$ cat src/shared/dcd_params.svh
/*
 Offsets, opcode patterns, status bit positions, reset values and timing counts
 for the control-instruction decoder.
 Assumes inclusion by bare name from design and bench files.
*/
`ifndef DCD_PARAMS_SVH
`define DCD_PARAMS_SVH

// register byte offsets
`define DCD_REG_CTRL       8'h00
`define DCD_REG_STATUS0    8'h04
`define DCD_REG_STATUS1    8'h08
`define DCD_REG_DECODE     8'h0c
`define DCD_CTRL_OLD_BIT   0
`define DCD_CTRL_RESET     1'b0

// opcode patterns
`define DCD_BIT_TOP        4'h9
`define DCD_HI_TREG_PROBE  8'h57
`define DCD_HI_LST0        8'h50
`define DCD_HI_LOAD_STATUS_ONE_OP        8'h51
`define DCD_HI_SST0        8'h78
`define DCD_HI_SAVE_STATUS_ONE_OP        8'h79
`define DCD_HI_PULL_MEM    8'h7a
`define DCD_HI_PLACE_MEM   8'h54
`define DCD_HI_REP_MEM     8'h4b
`define DCD_HI_REP_IMM     8'hcb
`define DCD_W_EINT         16'hce00
`define DCD_W_DINT         16'hce01
`define DCD_W_SAT_CLR      16'hce02
`define DCD_W_SAT_SET      16'hce03
`define DCD_W_BLK_DATA     16'hce04
`define DCD_W_BLK_PROG     16'hce05
`define DCD_W_RSXM         16'hce06
`define DCD_W_SSXM         16'hce07
`define DCD_W_PUSH         16'hce1c
`define DCD_W_POP          16'hce1d
`define DCD_W_TRAP         16'hce1e
`define DCD_W_IDLE         16'hce1f
`define DCD_W_CARRY_CLR    16'hce30
`define DCD_W_CARRY_SET    16'hce31
`define DCD_W_FLAG_CLR     16'hce32
`define DCD_W_FLAG_SET     16'hce33
`define DCD_W_HOLD_CLR     16'hce38
`define DCD_W_HOLD_SET     16'hce39
`define DCD_W_NOP          16'h5500

// status bit positions
`define DCD_S0_SAT         0
`define DCD_S0_INTM        1
`define DCD_S1_CNF         0
`define DCD_S1_TC          1
`define DCD_S1_SXM         2
`define DCD_S1_C           3
`define DCD_S1_HM          4
`define DCD_SW0_RESET      16'h0002
`define DCD_SW1_RESET      16'h0014

// timing: decode result one cycle after the word, bus ack one cycle after request
`define DCD_DECODE_LAT     1
`define DCD_ACK_LAT        1

`endif

$ cat src/shared/dcd_pkg.sv
/*
 Types of the control-instruction decoder: op classes, decode result, bus request.
 Assumes nothing beyond a SystemVerilog compiler.
*/
package dcd_pkg;
   typedef enum logic [4:0] {
      dcd_none_op,
      treg_flag_probe_op,
      dcd_tbit_op,
      block_to_data_space_op,
      block_to_program_space_op,
      load_status_zero_op,
      load_status_one_op,
      save_status_zero_op,
      save_status_one_op,
      dcd_pop_acc_op,
      dcd_push_acc_op,
      stack_pull_to_memory_op,
      stack_place_from_memory_op,
      repeat_by_memory_op,
      repeat_by_immediate_op,
      clear_saturation_mode_op,
      set_saturation_mode_op,
      clear_carry_op,
      set_carry_op,
      clear_hold_mode_op,
      set_hold_mode_op,
      dcd_clear_test_flag_op,
      set_test_flag_op,
      dcd_clear_sxm_op,
      dcd_set_sxm_op,
      dcd_int_on_op,
      dcd_int_off_op,
      dcd_idle_op,
      dcd_trap_op,
      dcd_nop_op
   } dcd_op_t;

   typedef struct packed {
      dcd_op_t     op;
      logic [7:0]  mem_ref;
      logic [3:0]  bit_sel;
      logic        acc_wr;
      logic        stack_push;
      logic        stack_pop;
      logic        mem_wr;
      logic [15:0] store_word;
      logic        illegal;
   } dcd_ctl_t;

   typedef struct packed {
      logic        cyc;
      logic        stb;
      logic        we;
      logic [7:0]  adr;
      logic [3:0]  sel;
      logic [31:0] dat;
   } dcd_wb_req_t;
endpackage

$ cat src/rtl/dcd_decoder.sv
/*
 Control-instruction decoder: decodes program words, drives the datapath
 controls, keeps the status words and the repeat counter, and exposes control
 and state on a classic Wishbone slave.
 Assumes instruction word, operand word and temporary register come from logic
 on sys_clk and are valid in the cycle that instr_valid is high.
*/
// Our own choices: the Wishbone interface to the registers and the register offsets.
`include "dcd_params.svh"
module dcd_decoder (
   // clock and reset
   input  wire logic              sys_clk,
   input  wire logic              rst,
   // register bus
   input  wire dcd_pkg::dcd_wb_req_t wb_req,
   output logic [31:0]            wb_dat_o,
   output logic                   wb_ack_o,
   // program word and operands
   input  wire logic              instr_valid,
   input  wire logic [15:0]       instr_word,
   input  wire logic [15:0]       mem_data,
   input  wire logic [3:0]        treg_low,
   // decode result
   output logic                   ctl_valid,
   output dcd_pkg::dcd_ctl_t      ctl,
   output logic                   repeat_busy,
   output logic [15:0]            status_word_zero,
   output logic [15:0]            status_word_one
);
   import dcd_pkg::*;

   logic          old_variant;
   logic          wb_hit;
   dcd_op_t       next_op;
   logic          next_illegal;
   logic [3:0]    next_bit_sel;
   logic          tested_bit;
   logic          apply;
   logic [7:0]    rep_count;
   logic [7:0]    rep_value;
   logic          rep_load;

   // word decode
   always_comb begin
      next_op = dcd_none_op;
      if (instr_word[15:12] == `DCD_BIT_TOP) begin
         next_op = dcd_tbit_op;
      end else begin
         case (instr_word[15:8])
            `DCD_HI_TREG_PROBE: next_op = treg_flag_probe_op;
            `DCD_HI_LST0:  next_op = load_status_zero_op;
            `DCD_HI_LOAD_STATUS_ONE_OP:  next_op = load_status_one_op;
            `DCD_HI_SST0:  next_op = save_status_zero_op;
            `DCD_HI_SAVE_STATUS_ONE_OP:  next_op = save_status_one_op;
            `DCD_HI_PULL_MEM:  next_op = stack_pull_to_memory_op;
            `DCD_HI_PLACE_MEM: next_op = stack_place_from_memory_op;
            `DCD_HI_REP_MEM:   next_op = repeat_by_memory_op;
            `DCD_HI_REP_IMM:   next_op = repeat_by_immediate_op;
            default: begin
               case (instr_word)
                  `DCD_W_BLK_DATA:  next_op = block_to_data_space_op;
                  `DCD_W_BLK_PROG:  next_op = block_to_program_space_op;
                  `DCD_W_POP:       next_op = dcd_pop_acc_op;
                  `DCD_W_PUSH:      next_op = dcd_push_acc_op;
                  `DCD_W_SAT_CLR:   next_op = clear_saturation_mode_op;
                  `DCD_W_SAT_SET:   next_op = set_saturation_mode_op;
                  `DCD_W_CARRY_CLR: next_op = clear_carry_op;
                  `DCD_W_CARRY_SET: next_op = set_carry_op;
                  `DCD_W_HOLD_CLR:  next_op = clear_hold_mode_op;
                  `DCD_W_HOLD_SET:  next_op = set_hold_mode_op;
                  `DCD_W_FLAG_CLR:  next_op = dcd_clear_test_flag_op;
                  `DCD_W_FLAG_SET:  next_op = set_test_flag_op;
                  `DCD_W_RSXM: next_op = dcd_clear_sxm_op;
                  `DCD_W_SSXM: next_op = dcd_set_sxm_op;
                  `DCD_W_EINT: next_op = dcd_int_on_op;
                  `DCD_W_DINT: next_op = dcd_int_off_op;
                  `DCD_W_IDLE: next_op = dcd_idle_op;
                  `DCD_W_TRAP: next_op = dcd_trap_op;
                  `DCD_W_NOP:  next_op = dcd_nop_op;
                  default:     next_op = dcd_none_op;
               endcase
            end
         endcase
      end
   end

   // older variant lacks the carry, hold and flag set/reset words
   always_comb begin
      case (next_op)
         clear_carry_op, set_carry_op, clear_hold_mode_op, set_hold_mode_op,
         dcd_clear_test_flag_op, set_test_flag_op:
            next_illegal = old_variant;
         dcd_none_op: next_illegal = 1'b1;
         default:     next_illegal = 1'b0;
      endcase
   end

   // bit number 0 is the most significant operand bit
   assign next_bit_sel = (next_op == treg_flag_probe_op) ? treg_low : instr_word[11:8];
   assign tested_bit   = mem_data[4'hf - next_bit_sel];
   assign apply        = instr_valid && !next_illegal;

   dcd_status u_status (
      .sys_clk    (sys_clk),
      .rst        (rst),
      .apply      (apply),
      .op         (next_op),
      .mem_data   (mem_data),
      .tested_bit (tested_bit),
      .sw0        (status_word_zero),
      .sw1        (status_word_one)
   );

   assign rep_load  = apply && (next_op == repeat_by_memory_op ||
                                next_op == repeat_by_immediate_op);
   assign rep_value = (next_op == repeat_by_immediate_op) ? instr_word[7:0] : mem_data[7:0];

   dcd_repeat #(
      .CW (8)
   ) u_repeat (
      .sys_clk    (sys_clk),
      .rst        (rst),
      .load       (rep_load),
      .load_value (rep_value),
      .step       (instr_valid),
      .count      (rep_count),
      .busy       (repeat_busy)
   );

   // registered decode result
   always_ff @(posedge sys_clk) begin
      if (rst) begin
         ctl_valid <= 1'b0;
         ctl       <= '0;
      end else begin
         ctl_valid        <= instr_valid;
         ctl.op           <= next_op;
         ctl.illegal      <= next_illegal;
         ctl.mem_ref      <= instr_word[7:0];
         ctl.bit_sel      <= next_bit_sel;
         // only a stack pop reaches the accumulator; bit tests never do
         ctl.acc_wr       <= apply && next_op == dcd_pop_acc_op;
         ctl.stack_push   <= apply && (next_op == dcd_push_acc_op ||
                                       next_op == stack_place_from_memory_op);
         ctl.stack_pop    <= apply && (next_op == dcd_pop_acc_op ||
                                       next_op == stack_pull_to_memory_op);
         ctl.mem_wr       <= apply && (next_op == save_status_zero_op ||
                                       next_op == save_status_one_op ||
                                       next_op == stack_pull_to_memory_op);
         ctl.store_word   <= (next_op == save_status_one_op) ? status_word_one
                                                             : status_word_zero;
      end
   end

   // wishbone slave, one wait state
   assign wb_hit = wb_req.cyc && wb_req.stb && !wb_ack_o;

   always_ff @(posedge sys_clk) begin
      if (rst) begin
         wb_ack_o <= 1'b0;
      end else begin
         wb_ack_o <= wb_hit;
      end
   end

   always_ff @(posedge sys_clk) begin
      if (rst) begin
         old_variant <= `DCD_CTRL_RESET;
      end else if (wb_hit && wb_req.we && wb_req.sel[0] &&
                   wb_req.adr == `DCD_REG_CTRL) begin
         old_variant <= wb_req.dat[`DCD_CTRL_OLD_BIT];
      end
   end

   always_ff @(posedge sys_clk) begin
      if (rst) begin
         wb_dat_o <= '0;
      end else if (wb_hit) begin
         case (wb_req.adr)
            `DCD_REG_CTRL:    wb_dat_o <= {31'h0, old_variant};
            `DCD_REG_STATUS0: wb_dat_o <= {16'h0, status_word_zero};
            `DCD_REG_STATUS1: wb_dat_o <= {16'h0, status_word_one};
            `DCD_REG_DECODE:  wb_dat_o <= {16'h0, rep_count, 2'h0, ctl.illegal, ctl.op};
            default:          wb_dat_o <= '0;
         endcase
      end
   end

   // checks
   AST_BIT_DECODE: assert property (@(posedge sys_clk) disable iff (rst)
      instr_valid && instr_word[15:12] == 4'h9
      |=> ctl.op == dcd_tbit_op && ctl.bit_sel == $past(instr_word[11:8])
          && ctl.mem_ref == $past(instr_word[7:0]))
      else $error("bit test word not decoded");

   AST_BIT_NO_ACC: assert property (@(posedge sys_clk) disable iff (rst)
      instr_valid && (instr_word[15:12] == 4'h9 || instr_word[15:8] == 8'h57)
      |=> !ctl.acc_wr && status_word_one[`DCD_S1_TC] == $past(tested_bit))
      else $error("bit test touched accumulator or missed flag");

   AST_TREG_FLAG_PROBE_OP_TREG: assert property (@(posedge sys_clk) disable iff (rst)
      instr_valid && instr_word[15:8] == 8'h57
      |=> ctl.op == treg_flag_probe_op && ctl.bit_sel == $past(treg_low))
      else $error("register bit test wrong");

   AST_CNF: assert property (@(posedge sys_clk) disable iff (rst)
      instr_valid && (instr_word == 16'hce04 || instr_word == 16'hce05)
      |=> status_word_one[`DCD_S1_CNF] == $past(instr_word[0]))
      else $error("block space not set");

   AST_LOAD_ST: assert property (@(posedge sys_clk) disable iff (rst)
      instr_valid && instr_word[15:8] == 8'h50
      |=> status_word_zero == $past(mem_data))
      else $error("status zero not loaded");

   AST_STORE_ST1: assert property (@(posedge sys_clk) disable iff (rst)
      instr_valid && instr_word[15:8] == 8'h79
      |=> ctl.mem_wr && ctl.store_word == $past(status_word_one))
      else $error("status one store wrong");

   AST_STACK: assert property (@(posedge sys_clk) disable iff (rst)
      instr_valid && instr_word == 16'hce1d
      |=> ctl.stack_pop && ctl.acc_wr && !ctl.stack_push)
      else $error("pop to accumulator wrong");

   AST_SAT_MODE: assert property (@(posedge sys_clk) disable iff (rst)
      instr_valid && instr_word == 16'hce03
      |=> status_word_zero[`DCD_S0_SAT] ##1 1'b1)
      else $error("saturation mode not set");

   AST_OLD_VARIANT: assert property (@(posedge sys_clk) disable iff (rst)
      instr_valid && old_variant && instr_word == 16'hce31
      |=> ctl.illegal && $stable(status_word_one))
      else $error("older variant executed carry set");

   AST_REP_IMM: assert property (@(posedge sys_clk) disable iff (rst)
      instr_valid && instr_word[15:8] == 8'hcb
      |=> rep_count == $past(instr_word[7:0]))
      else $error("immediate repeat count wrong");

   AST_MODE_HOLD: assert property (@(posedge sys_clk) disable iff (rst)
      !instr_valid |=> $stable(status_word_zero) && $stable(status_word_one))
      else $error("mode bits changed without op");

   COV_BIT_SAT: cover property (@(posedge sys_clk) disable iff (rst)
      instr_valid && instr_word[15:12] == 4'h9 && instr_word[1:0] == 2'b00
      && status_word_zero[`DCD_S0_SAT]);
   COV_REP_DONE: cover property (@(posedge sys_clk) disable iff (rst)
      repeat_busy ##1 !repeat_busy);
   COV_OLD_REFUSE: cover property (@(posedge sys_clk) disable iff (rst)
      ctl_valid && ctl.illegal && old_variant);
   COV_WB_READ: cover property (@(posedge sys_clk) disable iff (rst)
      wb_ack_o && !wb_req.we);
endmodule

$ cat src/rtl/dcd_repeat.sv
/*
 Repeat counter: loaded by the repeat ops, counts the following words down.
 Assumes step pulses once per fetched instruction word.
*/
module dcd_repeat #(
   parameter int CW = 8
) (
   // clock and reset
   input  wire logic          sys_clk,
   input  wire logic          rst,
   // control
   input  wire logic          load,
   input  wire logic [CW-1:0] load_value,
   input  wire logic          step,
   // state
   output logic [CW-1:0]      count,
   output logic               busy
);
   always_ff @(posedge sys_clk) begin
      if (rst) begin
         count <= '0;
      end else if (load) begin
         count <= load_value;
      end else if (step && count != '0) begin
         count <= count - CW'(1);
      end
   end

   assign busy = (count != '0);
endmodule

$ cat src/rtl/dcd_status.sv
/*
 Status words zero and one with the mode bits that the control ops change.
 Assumes op is presented for one cycle with apply high, already screened
 for the selected variant.
*/
`include "dcd_params.svh"
module dcd_status (
   // clock and reset
   input  wire logic           sys_clk,
   input  wire logic           rst,
   // applied op
   input  wire logic           apply,
   input  wire dcd_pkg::dcd_op_t op,
   input  wire logic [15:0]    mem_data,
   input  wire logic           tested_bit,
   // status words
   output logic [15:0]         sw0,
   output logic [15:0]         sw1
);
   import dcd_pkg::*;

   always_ff @(posedge sys_clk) begin
      if (rst) begin
         sw0 <= `DCD_SW0_RESET;
      end else if (apply) begin
         case (op)
            load_status_zero_op:      sw0 <= mem_data;
            clear_saturation_mode_op: sw0[`DCD_S0_SAT] <= 1'b0;
            set_saturation_mode_op:   sw0[`DCD_S0_SAT] <= 1'b1;
            dcd_int_on_op:            sw0[`DCD_S0_INTM] <= 1'b0;
            dcd_int_off_op:           sw0[`DCD_S0_INTM] <= 1'b1;
            default:                  sw0 <= sw0;
         endcase
      end
   end

   always_ff @(posedge sys_clk) begin
      if (rst) begin
         sw1 <= `DCD_SW1_RESET;
      end else if (apply) begin
         case (op)
            load_status_one_op:        sw1 <= mem_data;
            block_to_data_space_op:    sw1[`DCD_S1_CNF] <= 1'b0;
            block_to_program_space_op: sw1[`DCD_S1_CNF] <= 1'b1;
            treg_flag_probe_op,
            dcd_tbit_op:               sw1[`DCD_S1_TC] <= tested_bit;
            clear_carry_op:            sw1[`DCD_S1_C] <= 1'b0;
            set_carry_op:              sw1[`DCD_S1_C] <= 1'b1;
            clear_hold_mode_op:        sw1[`DCD_S1_HM] <= 1'b0;
            set_hold_mode_op:          sw1[`DCD_S1_HM] <= 1'b1;
            dcd_clear_test_flag_op:    sw1[`DCD_S1_TC] <= 1'b0;
            set_test_flag_op:          sw1[`DCD_S1_TC] <= 1'b1;
            dcd_clear_sxm_op:          sw1[`DCD_S1_SXM] <= 1'b0;
            dcd_set_sxm_op:            sw1[`DCD_S1_SXM] <= 1'b1;
            default:                   sw1 <= sw1;
         endcase
      end
   end
endmodule

$ cat config.mk
export PLATFORM = sky130hd
export DESIGN_NAME = dcd_decoder
export DESIGN_NICKNAME = d
export VERILOG_FILES = /design/src/shared/dcd_pkg.sv /design/src/rtl/dcd_decoder.sv /design/src/rtl/dcd_repeat.sv /design/src/rtl/dcd_status.sv
export VERILOG_INCLUDE_DIRS = /design/src /design/src/shared
export SDC_FILE = /design/constraint.sdc
export NUM_CORES = 1
export LEC_CHECK = 0
export ABC_CLOCK_PERIOD_IN_PS = 3550
export BUFFER_PORTS_ARGS = -buffer_cell sky130_fd_sc_hd__clkbuf_2
export CORE_MARGIN = 2
export CORE_UTILIZATION = 50
export CTS_BUF_LIST = sky130_fd_sc_hd__clkbuf_16
export DETAILED_ROUTE_END_ITERATION = 8
export PLACE_DENSITY = 0.88
export RECOVER_POWER = 25
export SYNTH_ARGS = -nofsm -noshare
export SYNTH_HDL_FRONTEND = slang
export SYNTH_SLANG_ARGS = --single-unit
$ cat constraint.sdc
create_clock -name sys_clk -period 3.55 [get_ports sys_clk]
set_input_delay 0.71 -clock sys_clk [delete_from_list [all_inputs] [get_ports sys_clk]]
set_output_delay 0.71 -clock sys_clk [all_outputs]
set_load 0.05 [all_outputs]
---- Word level (Yosys, flattened, before mapping) ----
Index checks and enable logic that the tools add are counted.
word-level totals
  register bits ........................... 113
  memories kept ........................... 0
  latch bits .............................. 0
  bits in read-only memories .............. 0
  memory bits (writable) .................. 0
operators by class
  shift-type cells ........................ 0
  order comparisons ....................... 1
  $mul .................................... 0
  bitwise gates (word level) .............. 0
  div/mod/pow operators ................... 0
  add/sub/neg operators ................... 2
  equal/unequal tests ..................... 58
  reduce and logical (&&, ||, !) cells .... 41
  mux-type cells .......................... 19
operators by type and width
  cell                                               number
  == test 16 bit (second input constant)             18
  one-hot mux 5 bit (19 select lines)                1
  == test 8 x 7 -> 1 bit (second input constant)     8
  one-hot mux 16 bit (4 select lines)                1
  == test 5 bit (second input constant)              11
  one-hot mux 5 bit (9 select lines)                 1
  == test 5 x 4 -> 1 bit (second input constant)     8
  two-way mux 8 bit                                  3
  == test 5 x 3 -> 1 bit (second input constant)     4
  one-hot mux 1 bit (3 select lines)                 6
  AND reduction 2 bit                                9
  nonzero test 3 bit                                 6
  == test 16 x 15 -> 1 bit (second input constant)   1
  == test 8 x 4 -> 1 bit (second input constant)     2
  two-way mux 16 bit                                 1
  logical AND 1 bit                                  12
  == test 5 x 2 -> 1 bit (second input constant)     2
  == test 8 x 3 -> 1 bit (second input constant)     1
  == test 8 bit (second input constant)              1
  zero test 8 bit                                    1
  nonzero test 8 bit                                 1
  subtractor 8 x 1 -> 8 bit (second input constant)  1
  OR reduction 6 bit                                 1
  == test 5 x 1 -> 1 bit (second input constant)     1
  15 further kinds                                   20

---- Depth between registers and ports, before layout ----
  word-level depth ........................ 11
  depth in mapped cells ................... 13

---- Cells and area by module ----
Synthesis repeated with hierarchy kept, for this count alone.
second synthesis, totals
  cells, all modules ...................... 645
  area, all modules ....................... 5322.6 µm²
by module, submodules not included
  module       area an instance (µm²)  times used  cells an instance  sequential area each (µm²)
  dcd_decoder  3288.2                  1           398                1141.1
  dcd_status   1501.4                  1           180                640.6
  dcd_repeat   533.0                   1           67                 160.2

---- Least setup slack after synthesis ----
OpenSTA, ideal clock, no wires.
  path type ............................... input port to flip-flop
  start point ............................. input port instr_word[3]
  end point ............................... register u_status.sw1[2]
  path buffers ............................ 2
  path slack .............................. 0.444 ns
  required time ........................... 3.428 ns
  library setup time ...................... 0.122 ns
  stages .................................. 11
  data arrival time ....................... 2.984 ns
  cell sequence ........................... buf_6 -> or4_4 -> nor4_2 -> a211o_1 -> nor4_1 -> or2_1 -> buf_6 -> o21bai_4 -> a31oi_4 -> o21ai_1 -> a221o_1
on the way
  cells in the longest elaborated chain, start to end .. 10
RTL lines
  element                                                            line                text
  start: declaration                                                 dcd_decoder.sv:20   input wire logic [15:0] instr_word,
  == test 16 x 15 -> 1 bit / == test 16 bit (equally long branches)  dcd_decoder.sv:60   case (instr_word)
  one-hot mux 5 bit (19 select lines) (*)                            dcd_decoder.sv:60
  one-hot mux 5 bit (9 select lines) (*)                             dcd_decoder.sv:49   case (instr_word[15:8])
  two-way mux 5 bit (*)                                              dcd_decoder.sv:46   if (instr_word[15:12] == `DCD_BIT_TOP) begin
  == test 5 bit                                                      dcd_decoder.sv:89   case (next_op)
  OR reduction 6 bit                                                 dcd_decoder.sv:89
  one-hot mux 1 bit (2 select lines)                                 dcd_decoder.sv:89
  zero test 1 bit                                                    dcd_decoder.sv:101  assign apply = instr_valid && !next_illegal;
  logical AND 1 bit                                                  dcd_decoder.sv:101
  AND reduction 2 bit (no line)                                      -
  end signal: assignment                                             dcd_status.sv:39    sw1 <= `DCD_SW1_RESET;
  end signal: assignment                                             dcd_status.sv:42    load_status_one_op: sw1 <= mem_data;
  end signal: indexed assignment                                     dcd_status.sv:46    dcd_tbit_op: sw1[`DCD_S1_TC] <= tested_bit;
  end: declaration                                                   dcd_status.sv:18    output logic [15:0] sw1
Mark *: on every way between the ends. The rest lies on a longest branch, timed or not.
A chain may end at the register's enable or synchronous reset.

---- Worst setup path in the final report ----
  start point ............................. input port instr_word[9]
  end point ............................... register u_status.sw1[3]
on the way
  cells in the longest elaborated chain, start to end .. 10
RTL lines
  element                                                            line
  == test 16 x 15 -> 1 bit / == test 16 bit (equally long branches)  dcd_decoder.sv:60
  one-hot mux 5 bit (19 select lines)                                dcd_decoder.sv:60
  one-hot mux 5 bit (9 select lines) (*)                             dcd_decoder.sv:49
  two-way mux 5 bit (*)                                              dcd_decoder.sv:46
  == test 5 bit (on tied branches)                                   dcd_decoder.sv:89, dcd_status.sv:41
  OR reduction 6 bit                                                 dcd_decoder.sv:89
  one-hot mux 1 bit (2 select lines)                                 dcd_decoder.sv:89
  zero test 1 bit                                                    dcd_decoder.sv:101
  logical AND 1 bit                                                  dcd_decoder.sv:101
  AND reduction 2 bit (no line)                                      -
Marked as above.

==> summary.txt <==
Pwr
  – Pwr per Cell Area: 426.3 nW/µm²
  – LEAKAGE: 2.700 nW
  – VDD IR-drop max: 0.2852 mV

GRT
  – Initial antenna violation count: 0
  – Largest net degree at the start of global routing: 52
  – Overall track demand over capacity in global routing: 26.25%
  – First-pass GRT wire length: 23880 µm
  – Total congestion overflow after global routing: 0
  – Vias in the first global route: 4622

Yosys
  – Top post-synthesis cells by area: sky130_fd_sc_hd__dfxtp_1 (37%), sky130_fd_sc_hd__mux2i_1 (8.7%), sky130_fd_sc_hd__nor2_1 (5.7%)
  – Number of enable flip-flop cells after synthesis: 0
  – Yosys warnings: 0
  – Async S/R FF share, synth: 0%
  – Synthesis-stage register bit count: 97
  – Top-area cell type share of the netlist area: 36.67%
  – Instance count of the mapped netlist: 620
  – Post-synthesis cell type with the largest combined area: sky130_fd_sc_hd__dfxtp_1
  – Syn avg cell area: 8.540 µm²
  – Most instantiated flip-flop cell in the synthesis netlist: sky130_fd_sc_hd__dfxtp_1
  – Top cells by instance count after synthesis: sky130_fd_sc_hd__dfxtp_1 (97), sky130_fd_sc_hd__nor2_1 (81), sky130_fd_sc_hd__nand2_1 (55)
  – Netlist cell types: 72
  – Most used standard cell by instance count after synthesis: sky130_fd_sc_hd__dfxtp_1
  – Netlist area before placement: 5295 µm²
  – Part of the Yosys area used for sequential elements: 36.67%

Worst setup path
  – Type of element capturing the critical path: register
  – Category of the worst setup path launch point: primary input
  – Classification of the worst setup path: primary input to register
  – Crit path max-delay cell type: sky130_fd_sc_hd__nor4bb_1
  – Critical Path Fanout Max: 10
  – Required time at the endpoint of the critical path: 3830 ps
  – Most frequent CP cell: sky130_fd_sc_hd__a211o_1
  – Worst Path Arrival: 3520 ps
  – Slowest Stage Delay on Critical Path: 460 ps
  – Cells along the critical path: clkbuf_2, nor4bb_1, nor4b_1, a211o_1, nor4_1, or2_1, buf_4, xnor2_1, o21ai_0, a211o_1, nand2_1
  – R2R setup slack: 930 ps

Die
  – Num ports: 191
  – Num rows: 37
  – Die area: 11430 µm²
  – Core region area: 10320 µm²
  – Chip width: 106.9 µm
  – Die extent in y: 106.9 µm
  – Starting Density: 51.29%

Drt
  – DR pass1 iterations: 7
  – Detailed-route via count: 5215
  – Residual DRC count: 0
  – Routed length per placed instance: 17.32 µm
  – First DRT Iteration DRCs: 427
  – Via density: 5.886
  – Total detailed-routing wirelength: 15340 µm
  – ANT nets after route: 0

STA
  – Max Clk Rate: 0.3087 GHz
  – Setup TNS: 0 ps
  – RSZ-0062 raised after global routing: false
  – Final setup violation count: 0
  – Post-route minimum period: 3240 ps
  – Final period utilization: 91.26%
  – Number of hold-slack violations in the final timing report: 0
  – Actual transition at the worst max-transition pin: 2181 ps
  – Final Hold Slack: 491.6 ps
  – Final Max Tran Viols: 52
  – Clock Skew: 11.85 ps
  – Max transition margin: -45.37%

Run status
  – Failing checks: max-capacitance violations, max-slew violations
  – Status: finished with violations

Worst hold path
  – Worst Hold Class: register to register

Clock tree
  – Root buffer selected by CTS: sky130_fd_sc_hd__clkbuf_16
  – Number of levels the H-tree was split into: 3
  – Worst-path clk slew: 70 ps
  – CTS Buf Count: 9
  – Number of setup buffers added after CTS: 0
  – Post-cts hold buffer count: 0
  – Number of clock sinks seen by CTS: 97
  – Count of instances resized after the clock tree is built: 0
  – CTS tree: yes
  – Maximum count of clock buffers along a single path: 2
  – Insertion delay to the later sink of the worst-skew pair: 350 ps

Final layout
  – Multi-input gate area in the final layout: 3045 µm²
  – Non-filler instance count after layout: 886
  – Count of nets after finishing: 832
  – Antenna diode count: 0
  – Area Growth Syn to Fin: 19.40%
  – Seq. cell area: 1942 µm²
  – Filler cell count: 891
  – Fraction of final layout cells with drive strength greater than 1: 22.53%
  – Final std cell area, no fill: 6322 µm²
  – Share of the core filled with cells: 61.24%

Placement
  – Total instance count after detailed placement: 870
  – Post-DP HPWL: 11240 µm
  – Count of buffers from port buffering: 140
  – Routability congestion estimate: 0.9611
  – Cell area after placement: 6093 µm²

Flow run
  – Number of maximum-capacitance violations: 1
through the flow:
| stage | setup WS (ps) | total power [W] |
|---|---|---|
| 4_1_cts | 427.6 | 0.002698 |
| 3_3_place_gp | 142.0 | 0.001786 |
| 3_5_place_dp | 81.44 | 0.001799 |
| 5_1_grt | 183.5 | 0.002811 |
| 6_report | 310.4 | 0.002695 |
| 2_1_floorplan | 444.2 | 0.001655 |
per-layer routing:
layer / vias to the layer above / routed length, µm / share of wire, % / track usage (%)
met3: 31 / 1313 / 8.6 / 3.891
li1: 2448 / - / - / -
met5: - / 0 / 0 / 0
met2: 283 / 7242 / 47 / 43.81
met4: 0 / 320 / 2.1 / 7.607
met1: 2453 / 6466 / 42 / 35.30
final cells by class:
cell class	instances	share of cell area, %
Clock inverter	7	0.8312
Sequential cell	97	30.71
Clock buffer	9	3.562
Timing Repair Buffer	162	13.32
Inverter	12	0.7124
Multi-Input combinational cell	463	48.17
Tap cell	136	2.691
cells in the final DEF (no fill, tap or decap), drive strengths merged, types with 4 or more instances in the layout:
master / instances
a21oi: 26
nor4b: 4
o21ai: 15
xnor2: 6
inv: 14
and3: 4
nand4bb: 4
dfxtp: 97
nor2: 81
nor3: 19
a211o: 4
nand2b: 9
buf: 22
nand3: 8
a211oi: 17
nor2b: 10
a31oi: 7
clkbuf: 149
or4: 5
or2: 6
nand2: 56
mux2: 13
a22o: 14
a22oi: 16
clkinv: 4
conb: 16
xor2: 5
and2: 4
or3: 6
mux2i: 46
nor4: 12
nand3b: 9
final timing paths:
check	startpoint	endpoint	cells past startpoint
min reg2reg	u_status.sw0[10]	ctl[11]	2
max	instr_word[9]	u_status.sw1[3]	11
min	u_status.sw0[10]	ctl[11]	2
max reg2reg	u_repeat.count[0]	u_repeat.count[5]	10
logic make-up after synthesis:
logic type	after synthesis	share of synthesized area (%)
xor gates and xnor gates	11	1.819
muxes	60	11.89
DFF	97	36.67
other	1	0.07082
AOI/OAI and AO/OA	124	16.90
adders and majority gates	1	0.2363
buffers and inverters	75	7.230
and+or+nand+nor	251	25.19
state kept, by name, summed over array words and instances, names as in the netlist:
name	flops
ctl	38
ctl_valid	1
old_variant	1
u_repeat.count	8
u_status.sw0	16
u_status.sw1	16
wb_ack_o	1
wb_dat_o	16
power by group:
group | switching [W] | internal, W
clock network | 0.000431 | 0.000481
logic | 0.000389 | 0.000214
registers | 0.0000455 | 0.00113
worst max-delay path, delay by kind of cell:
kind	cells	cell delay (ps)
AO/OA/AOI/OAI	3	720
XOR/XNOR	1	340
buffers and inverters	2	370
AND/OR/NAND/NOR	5	1370
Note: power is estimated with default switching activity, not from simulation.
